<file path="config.mk">
export PLATFORM = sky130hd
export DESIGN_NAME = spc_port
export DESIGN_NICKNAME = d
export VERILOG_FILES = /design/src/spc_pkg.sv /design/src/spc_ctl_reg.sv /design/src/spc_pin_cell.sv /design/src/spc_port.sv
export VERILOG_INCLUDE_DIRS = /design/src
export SDC_FILE = /design/constraint.sdc
export NUM_CORES = 1
export LEC_CHECK = 0
export BUFFER_PORTS_ARGS = -buffer_cell sky130_fd_sc_hd__buf_2
export CORE_MARGIN = 1
export CORE_UTILIZATION = 40
export CTS_CLUSTER_DIAMETER = 80
export CTS_CLUSTER_SIZE = 8
export DETAILED_ROUTE_END_ITERATION = 10
export REMOVE_ABC_BUFFERS = 1
export SYNTH_ARGS = -nofsm -noshare
export SYNTH_HDL_FRONTEND = slang
export SYNTH_SLANG_ARGS = --single-unit
</file>
<file path="constraint.sdc">
create_clock -name I_CLK -period 1.1 [get_ports I_CLK]
set_input_delay 0.165 -clock I_CLK [delete_from_list [all_inputs] [get_ports I_CLK]]
set_output_delay 0.165 -clock I_CLK [all_outputs]
set_load 0.005 [all_outputs]
</file>
<file path="src/spc_cfg.svh">
// offsets, reset values and sizes of the six-pin port control block
`ifndef SPC_CFG_SVH
`define SPC_CFG_SVH

// bus and port sizes
`define SPC_ADDR_W 8
`define SPC_DATA_W 8
`define SPC_PINS 6

// register offsets on the plain register port
`define SPC_OFF_DATA 8'h00
`define SPC_OFF_DIR 8'h01
`define SPC_OFF_PULL 8'h02
`define SPC_OFF_SLEW 8'h03
`define SPC_OFF_DRIVE 8'h04
`define SPC_OFF_PINSEL 8'h05
`define SPC_OFF_EDGE 8'h06

// reset values, all pins quiet inputs
`define SPC_RST_DATA 6'h00
`define SPC_RST_DIR 6'h00
`define SPC_RST_PULL 6'h00
`define SPC_RST_SLEW 6'h00
`define SPC_RST_DRIVE 6'h00
`define SPC_RST_PINSEL 6'h00
`define SPC_RST_EDGE 6'h00

`endif

</file>
<file path="src/spc_pkg.sv">
// types shared by the six-pin port control block
`default_nettype none
`include "spc_cfg.svh"
package spc_pkg;
   // register selected by a bus address
   typedef enum logic [2:0] {
      SEL_NONE,
      SEL_DATA,
      SEL_DIR,
      SEL_PULL,
      SEL_SLEW,
      SEL_DRIVE,
      SEL_PINSEL,
      SEL_EDGE
   } spc_reg_sel_t;

   // one pin's slice of every control register
   typedef struct packed {
      logic dir;
      logic latch;
      logic pull;
      logic slew;
      logic drive;
      logic pinsel;
      logic edge_rise;
   } spc_pin_cfg_t;

   // controls handed to one pad
   typedef struct packed {
      logic oe;
      logic out;
      logic pull_up;
      logic pull_down;
      logic slew;
      logic drive_high;
   } spc_pad_t;
endpackage
`default_nettype wire

</file>
<file path="src/spc_ctl_reg.sv">
// one software-written control register with reset value
`timescale 1ns/1ps
`default_nettype none
module spc_ctl_reg #(
   parameter int W = 6,
   parameter logic [W-1:0] RST = '0
) (
   input wire logic i_clk,
   input wire logic i_reset_n,
   input wire logic i_we,
   input wire logic [W-1:0] i_d,
   output logic [W-1:0] o_q
);
   logic [W-1:0] next_q;

   // load on write strobe, hold otherwise
   always_comb begin
      next_q = i_we ? i_d : o_q;
   end

   // register with asynchronous clear to reset value
   always_ff @(posedge i_clk or negedge i_reset_n) begin
      if (!i_reset_n) begin
         o_q <= RST;
      end else begin
         o_q <= next_q;
      end
   end
endmodule
`default_nettype wire

</file>
<file path="src/spc_pin_cell.sv">
// pad control for one port pin
`timescale 1ns/1ps
`default_nettype none
module spc_pin_cell (
   input wire logic i_clk,
   input wire logic i_reset_n,
   input wire spc_pkg::spc_pin_cfg_t i_cfg,
   output spc_pkg::spc_pad_t o_pad
);
   spc_pkg::spc_pad_t next_pad;

   // pad controls from the pin's register bits
   always_comb begin
      next_pad.oe = i_cfg.dir;
      next_pad.out = i_cfg.dir & i_cfg.latch;
      // pulls only on inputs; pull-down only with pin and edge select
      next_pad.pull_up = ~i_cfg.dir & i_cfg.pull
         & ~(i_cfg.pinsel & i_cfg.edge_rise);
      next_pad.pull_down = ~i_cfg.dir & i_cfg.pull
         & i_cfg.pinsel & i_cfg.edge_rise;
      next_pad.slew = i_cfg.dir & i_cfg.slew;
      next_pad.drive_high = i_cfg.dir & i_cfg.drive;
   end

   // registered pad controls, all quiet in reset
   always_ff @(posedge i_clk or negedge i_reset_n) begin
      if (!i_reset_n) begin
         o_pad <= '0;
      end else begin
         o_pad <= next_pad;
      end
   end
endmodule
`default_nettype wire

</file>
<file path="src/spc_port.sv">
// six-pin port: control registers, read path and pad controls
//
// The implementer's own choices: the register offsets and the address-and-strobe port.
`timescale 1ns/1ps
`default_nettype none
`include "spc_cfg.svh"
// Summary of operation
// - direction 0: driver off, read shows pin
// - direction 1: driver on, read shows latch
// - pull bit 1 enables pull-up on input unless pin and edge select are both set
// - output pins ignore pull bit, pulls off
// - pull-down only with pin and edge select
// - slew bit limits slew, inputs unaffected
// - drive bit picks low/high drive, outputs only
// - direction bits readable and writable per pin
// - data writes latch; latch drives output pins
// - reset clears latch, pins quiet inputs
module spc_port #(
   parameter int PINS = `SPC_PINS,
   parameter int DATA_W = `SPC_DATA_W,
   parameter int ADDR_W = `SPC_ADDR_W
) (
   input wire logic I_CLK,
   input wire logic I_RESET_N,
   input wire logic [ADDR_W-1:0] I_ADDR,
   input wire logic [DATA_W-1:0] I_WDATA,
   input wire logic I_WR,
   input wire logic I_RD,
   output logic [DATA_W-1:0] O_RDATA,
   input wire logic [PINS-1:0] I_PIN_IN,
   output logic [PINS-1:0] O_PIN_OUT,
   output logic [PINS-1:0] O_PIN_OE,
   output logic [PINS-1:0] O_PULL_UP,
   output logic [PINS-1:0] O_PULL_DOWN,
   output logic [PINS-1:0] O_SLEW,
   output logic [PINS-1:0] O_DRIVE_HIGH
);
   spc_pkg::spc_reg_sel_t sel;
   logic [PINS-1:0] wdata_pins;
   logic [PINS-1:0] port_data_latch;
   logic [PINS-1:0] port_direction_bits;
   logic [PINS-1:0] port_pullup_enable_bits;
   logic [PINS-1:0] port_slew_enable_bits;
   logic [PINS-1:0] port_drive_strength_bits;
   logic [PINS-1:0] port_pin_select_bits;
   logic [PINS-1:0] port_edge_select_bits;
   logic [PINS-1:0] pin_view;
   logic [PINS-1:0] read_pins;
   logic [DATA_W-1:0] next_rdata;
   spc_pkg::spc_pad_t pad [PINS];

   // address decode to a register select
   always_comb begin
      unique case (I_ADDR)
         `SPC_OFF_DATA: sel = spc_pkg::SEL_DATA;
         `SPC_OFF_DIR: sel = spc_pkg::SEL_DIR;
         `SPC_OFF_PULL: sel = spc_pkg::SEL_PULL;
         `SPC_OFF_SLEW: sel = spc_pkg::SEL_SLEW;
         `SPC_OFF_DRIVE: sel = spc_pkg::SEL_DRIVE;
         `SPC_OFF_PINSEL: sel = spc_pkg::SEL_PINSEL;
         `SPC_OFF_EDGE: sel = spc_pkg::SEL_EDGE;
         default: sel = spc_pkg::SEL_NONE;
      endcase
   end

   // only the six pin bits are stored, upper bits dropped
   assign wdata_pins = I_WDATA[PINS-1:0];

   // port data latch, cleared by reset
   spc_ctl_reg #(.W(PINS), .RST(`SPC_RST_DATA)) u_data (
      .i_clk(I_CLK),
      .i_reset_n(I_RESET_N),
      .i_we(I_WR && sel == spc_pkg::SEL_DATA),
      .i_d(wdata_pins),
      .o_q(port_data_latch)
   );

   // direction bits, all inputs after reset
   spc_ctl_reg #(.W(PINS), .RST(`SPC_RST_DIR)) u_dir (
      .i_clk(I_CLK),
      .i_reset_n(I_RESET_N),
      .i_we(I_WR && sel == spc_pkg::SEL_DIR),
      .i_d(wdata_pins),
      .o_q(port_direction_bits)
   );

   // pull enable bits, pulls off after reset
   spc_ctl_reg #(.W(PINS), .RST(`SPC_RST_PULL)) u_pull (
      .i_clk(I_CLK),
      .i_reset_n(I_RESET_N),
      .i_we(I_WR && sel == spc_pkg::SEL_PULL),
      .i_d(wdata_pins),
      .o_q(port_pullup_enable_bits)
   );

   // slew enable bits; software sets these at start-up
   spc_ctl_reg #(.W(PINS), .RST(`SPC_RST_SLEW)) u_slew (
      .i_clk(I_CLK),
      .i_reset_n(I_RESET_N),
      .i_we(I_WR && sel == spc_pkg::SEL_SLEW),
      .i_d(wdata_pins),
      .o_q(port_slew_enable_bits)
   );

   // drive strength bits
   spc_ctl_reg #(.W(PINS), .RST(`SPC_RST_DRIVE)) u_drive (
      .i_clk(I_CLK),
      .i_reset_n(I_RESET_N),
      .i_we(I_WR && sel == spc_pkg::SEL_DRIVE),
      .i_d(wdata_pins),
      .o_q(port_drive_strength_bits)
   );

   // pin interrupt pin-select bits, steer the pull-down
   spc_ctl_reg #(.W(PINS), .RST(`SPC_RST_PINSEL)) u_pinsel (
      .i_clk(I_CLK),
      .i_reset_n(I_RESET_N),
      .i_we(I_WR && sel == spc_pkg::SEL_PINSEL),
      .i_d(wdata_pins),
      .o_q(port_pin_select_bits)
   );

   // pin interrupt edge-select bits, 1 means rising edge
   spc_ctl_reg #(.W(PINS), .RST(`SPC_RST_EDGE)) u_edge (
      .i_clk(I_CLK),
      .i_reset_n(I_RESET_N),
      .i_we(I_WR && sel == spc_pkg::SEL_EDGE),
      .i_d(wdata_pins),
      .o_q(port_edge_select_bits)
   );

   // one pad control cell per pin
   generate
      for (genvar i = 0; i < PINS; i++) begin : g_pin
         spc_pkg::spc_pin_cfg_t cfg;
         always_comb begin
            cfg.dir = port_direction_bits[i];
            cfg.latch = port_data_latch[i];
            cfg.pull = port_pullup_enable_bits[i];
            cfg.slew = port_slew_enable_bits[i];
            cfg.drive = port_drive_strength_bits[i];
            cfg.pinsel = port_pin_select_bits[i];
            cfg.edge_rise = port_edge_select_bits[i];
         end
         spc_pin_cell u_cell (
            .i_clk(I_CLK),
            .i_reset_n(I_RESET_N),
            .i_cfg(cfg),
            .o_pad(pad[i])
         );
         assign O_PIN_OE[i] = pad[i].oe;
         assign O_PIN_OUT[i] = pad[i].out;
         assign O_PULL_UP[i] = pad[i].pull_up;
         assign O_PULL_DOWN[i] = pad[i].pull_down;
         assign O_SLEW[i] = pad[i].slew;
         assign O_DRIVE_HIGH[i] = pad[i].drive_high;
      end
   endgenerate

   // data read view: latch for outputs, live level for inputs
   assign pin_view = (port_direction_bits & port_data_latch)
      | (~port_direction_bits & I_PIN_IN);

   // register contents for the addressed read
   always_comb begin
      read_pins = '0;
      unique case (sel)
         spc_pkg::SEL_DATA: read_pins = pin_view;
         spc_pkg::SEL_DIR: read_pins = port_direction_bits;
         spc_pkg::SEL_PULL: read_pins = port_pullup_enable_bits;
         spc_pkg::SEL_SLEW: read_pins = port_slew_enable_bits;
         spc_pkg::SEL_DRIVE: read_pins = port_drive_strength_bits;
         spc_pkg::SEL_PINSEL: read_pins = port_pin_select_bits;
         spc_pkg::SEL_EDGE: read_pins = port_edge_select_bits;
         spc_pkg::SEL_NONE: read_pins = '0;
      endcase
   end

   // read data valid in the cycle after the strobe only
   always_comb begin
      next_rdata = '0;
      if (I_RD) begin
         next_rdata = {{(DATA_W-PINS){1'b0}}, read_pins};
      end
   end

   // read data register
   always_ff @(posedge I_CLK or negedge I_RESET_N) begin
      if (!I_RESET_N) begin
         O_RDATA <= '0;
      end else begin
         O_RDATA <= next_rdata;
      end
   end
endmodule
`default_nettype wire

</file>
==> impl_results.md, run 1 <==
* Final min period at between 1 and 1.5 ns
* Finished Cell Area at 4890 um^2
* First-pass GRT wire length at 13100 um
* Dominant synthesized flop cell: dfrtp_1
* Max-Cap Viols at 0
* CTS max path bufs at 2
* P_leak at 2.49 nW
* GPL Wtd Cong at between 0.8 and 0.9
* Count of final setup violators at between 40 and 50
* Hold_ws at about 0.15 ns
* Vias in the first global route at 2546
* Via count at between 2000 and 2500
* Crit path DAT at around 1.6 ns
* Synth unique cells at 35
* Total iterations of the first detailed-routing run at 4
* Number of buffers added on ports at 65
* Root Driver: clkbuf_8
* Mean routed wirelength per cell at 16.8 um
* CTS tree: yes
* Crit Path Max Fanout at 3
* GRT overflow at 0
* Sink Count at 84
* Nets at about 420
* Layout Utilization at 59.5%
* Sw Ratio at roughly 23%
* Nature of the critical path endpoint: register
* Fill count at 665
* Starting Density at 41.2%
* Final wirelength at around 8400 um
* Outcome: complete, but fails checks
* Clk network pwr share at 36.4%
* Required @ worst endpoint at 1.33 ns
* Total track usage at 20.0%
* Top Ports at 70
* RSZ-0062 raised after global routing: true
* Mapped Cells at 256
* Fmax at 740 MHz
* Die width at 94.0 um
* Pre-CTS WS at -0.616 ns
* # diodes at 0
* Area of the multi-input gates at 1460 um^2
* Tcrit/Tclk final at 123%
* Switching power at 0.00141 W
* Antenna viol nets, final at 0
* Yosys synthesis warning count at 0
* Pins over their slew limit at 0
* Die area at 8840 um^2
* Final Hold Viols at 0
* Fraction of registers with async set/reset at 100%
* Vias/cell at 4.99
* Hpwl dp at 5770 um
* Clock Skew at 0.00907 ns
* WS Path Type: in2reg
* CP startpoint kind: input pin
* DRT iter0 DRCs at between 100 and 150
* Most common cell after layout, fill and taps aside: dfrtp_1
* Clock network latency to the later pin of the worst-skew pair at between 0.3 and 0.4 ns
* Core Rows at 33
* Worst Slack Setup Final at -0.252 ns
* Mean Syn Cell Area at 13.2 um^2
* Flop and latch count out of synthesis at 84
* Violated checks: negative setup slack
* Register area share after synthesis at 62.0%
* Clock Pin Slew Worst Setup and Hold Paths at 0.08 ns
* Maximum VDD drop at 0.722 mV
* Reg area at roughly 2100 um^2
* Power share of the combinational group at 10.2%
* Pin count of the biggest net entering global routing at 85
* Antenna violations before repair at 0
* Pwr dens at approximately 1200 nW/um^2
* EDFF count, synth at 0
* HP Class: in2reg
* H-tree depth at 3
* Area after DPL at 4280 um^2
* Num CTS Buffers at 9
* Mapped cell area at roughly 3400 um^2
* Commonest non-fill, non-tap cells in the layout: dfrtp_1 (83), buf_2 (62), buf_4 (43), mux2_4 (42), buf_6 (19)
* Layout cell share with drive strength beyond 1 at 52.0%
* Layout area overhead at 44.2%
* Seq pwr share at 53.4%
* DRC violations left at 0
* Core ar. at just over 8000 um^2
* DIE HEIGHT at 94.0 um
* Internal power at 0.00466 W
## worst paths after layout
| check | from | endpoint | cells past startpoint | slack [ns] |
|---|---|---|---|---|
| max in group asynchronous | I_RESET_N | u_slew.o_q[4] | 3 | 0.36 |
| worst max-delay path | I_ADDR[7] | u_pull.o_q[4] | 8 | -0.25 |
| worst min-delay path | I_PIN_IN[0] | O_RDATA[0] | 3 | 0.15 |
| worst max register to register | u_pinsel.o_q[4] | O_RDATA[4] | 4 | -0.03 |
| min in group asynchronous | I_RESET_N | g_pin[0].u_cell.o_pad[1] | 3 | 0.39 |
| worst min register to register | u_dir.o_q[3] | g_pin[3].u_cell.o_pad[5] | 0 | 0.47 |
## logic make-up after synthesis
| logic type | Yosys count | share of synthesized area (%) |
|---|---|---|
| AND/OR/NAND/NOR | 65 | 11.5 |
| multiplexers | 52 | 16.9 |
| buffers and inverters | 16 | 2.07 |
| other | 1 | 0.111 |
| AO/OA/AOI/OAI | 38 | 7.39 |
| flip-flops | 84 | 62.0 |
## synthesized netlist by cell type, types with 2 or more instances
cell,instances,area (um^2)
inv_1,8,30.0
a21o_1,2,15.0
mux2_2,42,473
a31oi_1,2,12.5
a21oi_1,12,60.1
nor2_2,5,31.3
nor3_4,2,32.5
nor3_1,2,10.0
and2_1,18,113
o21ai_0,4,20.0
mux2i_1,10,100
clkbuf_1,4,15.0
nor2b_1,5,31.3
a211oi_1,4,30.0
a22o_1,2,17.5
dfrtp_1,84,2100
a221oi_1,3,26.3
o22ai_1,4,25.0
buf_4,2,15.0
nor2_1,7,26.3
a221o_1,2,20.0
nand2b_1,3,18.8
buf_2,2,10.0
nand2_1,16,60.1
## what timing repair did
item	in CTS	in global routing
hold buffers	1	0
pin swaps	10	12
hold endpoints to repair	84	0
endpoints found under the setup margin	48	48
gates resized for setup	43	36
buffers inserted	3	6
## flip-flops by register name (all words and copies together), names as in the netlist
signal,flops
u_pull.o_q,6
u_pinsel.o_q,6
u_drive.o_q,6
u_slew.o_q,6
O_RDATA,6
u_data.o_q,6
g_pin.u_cell.o_pad,36
u_dir.o_q,6
u_edge.o_q,6
## power groups by stage
stage | registers [W] | logic, W | clock network (W)
CTS | 0.00324 | 0.000585 | 0.00227
detailed placement | 0.00330 | 0.000533 | 0
global placement | 0.00330 | 0.000527 | 0
floorplan | 0.00330 | 0.000168 | 0
finish | 0.00324 | 0.000617 | 0.00221
global route | 0.00326 | 0.000675 | 0.00240
## area by class of cell
type                    count  share of cell area, %
repair buffers            130                   19.6
multi-input cells         157                   30.0
well taps                 105                   2.69
clock buffers              12                   3.17
clock inverters             3                  0.947
flip-flops and latches     84                   43.0
inverters                   8                  0.614
## worst max-delay path, stage by stage
cell     delay [ns]
buf_6          0.10
nor4_4         0.28
buf_4          0.17
nand4_4        0.11
buf_12         0.17
nor2_4         0.14
buf_6          0.15
mux2_4         0.29
## metal layers
metal | track usage (%) | wire length [um]
met3 | 3.24 | 219
met2 | 34.2 | 4300
met5 | 0 | 0
met1 | 25.4 | 3730
met4 | 7.18 | 112
## through the flow
step | power (W) | TNS [ns] | instances
after floorplan | 0.00347 | -15.00 | 249
after global placement | 0.00383 | -26.85 | 476
after detailed placement | 0.00384 | -27.08 | 476
after CTS | 0.00609 | -6.61 | 494
after global routing | 0.00633 | -9.08 | 499
final | 0.00607 | -7.27 | 499
No activity file was read; power rests on OpenSTA's default activity.
==> inputs of run 2 (changes only) <==
--- a/config.mk
+++ b/config.mk
@@ -8,11 +8,12 @@
 export LEC_CHECK = 0
 export BUFFER_PORTS_ARGS = -buffer_cell sky130_fd_sc_hd__buf_2
 export CORE_MARGIN = 1
-export CORE_UTILIZATION = 40
+export CORE_UTILIZATION = 25
 export CTS_CLUSTER_DIAMETER = 80
 export CTS_CLUSTER_SIZE = 8
 export DETAILED_ROUTE_END_ITERATION = 10
 export REMOVE_ABC_BUFFERS = 1
+export SKIP_CTS_REPAIR_TIMING = 1
 export SYNTH_ARGS = -nofsm -noshare
 export SYNTH_HDL_FRONTEND = slang
 export SYNTH_SLANG_ARGS = --single-unit
==> run 2 against run 1 <==
  * The run still ends with negative setup slack left
  * Register-to-register slack better by 0.02 ns
  * Core utilization down 22 points
  * Clock power up 36%
  * Sequential share of layout area down 0.19 points
  * First-iteration DRC count down 5.0%
  * Worst setup slack worse by 0.0087 ns
  * Hold slack worse by 0.0043 ns
  * Die area up 59%
  * Critical path type unchanged
==> impl_results.md, run 2 (synthesis gave the netlist of run 1 again) <==
* Outcome: complete, but fails checks
* Violated checks: negative setup slack
* Total power at between 0.006 and 0.007 W
* Count of final setup violators at 43
* Pin count of the biggest net entering global routing at 85
* GRT overflow at 0
* Crit path DAT at between 1.5 and 2 ns
* DRC violations left at 0
* RSZ-0062 raised after global routing: true
* Pins over their slew limit at 0
* Fmax at 735 MHz
* Final Hold Viols at 0
* DRT iter0 DRCs at 115
* Pwr dens at between 1000 and 1500 nW/um^2
* Top reg by flops: g_pin.u_cell.o_pad
* Total iterations of the first detailed-routing run at 4
* Slowest cell on the critical path: mux2_2
* Core Rows at 42
* Clock Skew at 0.00615 ns
* Commonest non-fill, non-tap cells in the layout: dfrtp_1 (82), buf_2 (62), buf_4 (50), mux2_2 (27)
* DIE HEIGHT at roughly 120 um
* Antenna viol nets, final at 0
* Sink Count at between 80 and 90
* Root Driver: clkbuf_16
* CTS max path bufs at 2
* Finished Cell Area at 4910 um^2
* Top Ports at 70
* Mean routed wirelength per cell at 15.6 um
* Number of buffers added on ports at 65
* Final wirelength at 8860 um
* Fill count at 1315
* P_leak at 2.48 nW
* Layout area overhead at 45.0%
* Most common cell after layout, fill and taps aside: dfrtp_1
* Crit path launch: I_ADDR[5]
* Clock network latency to the later pin of the worst-skew pair at 0.34 ns
* Worst-path cell chain: buf_6, nor4_4, buf_4, nand4_4, nor3_4, buf_4, mux2_2
* Required @ worst endpoint at 1.33 ns
* Antenna violations before repair at 0
* Max-Cap Viols at 0
* Total track usage at 13.2%
* Most frequent CP cell: buf_4
* Die area at 14000 um^2
* H-tree depth at 3
* Layout cell share with drive strength beyond 1 at 53.3%
* Die width at 118 um
* Nature of the critical path endpoint: register
* Num CTS Buffers at 9
* Final min period at 1.36 ns
* # diodes at 0
* WS Path Type: in2reg
* First-pass GRT wire length at approximately 14000 um
* Starting Density at 25.6%
* Crit Path Max Fanout at 4
* Area after DPL at 4390 um^2
* Worst Slack Setup Final at -0.261 ns
* Hpwl dp at 6520 um
* Vias in the first global route at 2580
* RR Startpoint: u_dir.o_q[4]
* Vias/cell at 4.33
* GPL Wtd Cong at 0.910
* Largest stage delay on the critical path at 0.33 ns
* Nets at between 400 and 500
* Largest register FFs at 36
* Core ar. at roughly 13000 um^2
* CP startpoint kind: input pin
* Clock Pin Slew Worst Setup and Hold Paths at 0.06 ns
* Area of the multi-input gates at about 1400 um^2
* Via count at 2460
* HP Class: in2reg
* Reg area at around 2100 um^2
* Maximum VDD drop at 0.751 mV
* Tcrit/Tclk final at 124%
* Min-delay src: I_WDATA[0]
* CTS tree: yes
-- run 2: worst max-delay path: cells and delay by family --
| family | cells | cell delay [ns] |
|---|---|---|
| simple gates | 3 | 0.66 |
| mux | 1 | 0.33 |
| buf+inv | 3 | 0.44 |
-- run 2: final timing paths --
| check | end | slack (ns) | cells past startpoint |
|---|---|---|---|
| worst max-delay path | u_data.o_q[4] | -0.26 | 7 |
| worst min-delay path | u_slew.o_q[0] | 0.15 | 2 |
| worst max register to register | O_RDATA[4] | -0.01 | 4 |
| worst min register to register | g_pin[3].u_cell.o_pad[3] | 0.51 | 1 |
| max in group asynchronous | u_slew.o_q[0] | 0.33 | 3 |
| min in group asynchronous | g_pin[3].u_cell.o_pad[4] | 0.36 | 3 |
-- run 2: power by group --
group          total (W)  internal, W  switching (W)
clock            0.00300      0.00180        0.00120
sequential       0.00325      0.00319      0.0000609
combinational   0.000607     0.000298       0.000309
-- run 2: stage by stage --
stage / utilization (%) / setup WS [ns] / instances / hold slack, ns / setup TNS, ns
finish: 37.1 / -0.261 / 568 / 0.149 / -9.14
global route: 37.1 / -0.344 / 568 / 0.158 / -12.68
floorplan: - / -0.389 / 249 / -0.131 / -15.00
global placement: 33.1 / -0.582 / 548 / 0.229 / -25.57
detailed placement: 33.1 / -0.645 / 548 / 0.237 / -27.93
CTS: 35.3 / -0.281 / 563 / -0.132 / -10.69
-- run 2: cell type report --
| type | instances | area share, % |
|---|---|---|
| timing repair buffer | 128 | 18.3 |
| multi-input combinational | 157 | 27.8 |
| clock inverter | 4 | 1.02 |
| inverter | 8 | 0.611 |
| sequential | 84 | 42.8 |
| clock buffer | 11 | 4.94 |
| tap | 176 | 4.48 |
-- run 2: layer usage --
metal	part of all wire, %	global-route usage, %
met3	2.9	2.75
met2	52	22.0
met4	2.9	8.86
met1	42	15.2
met5	0	0
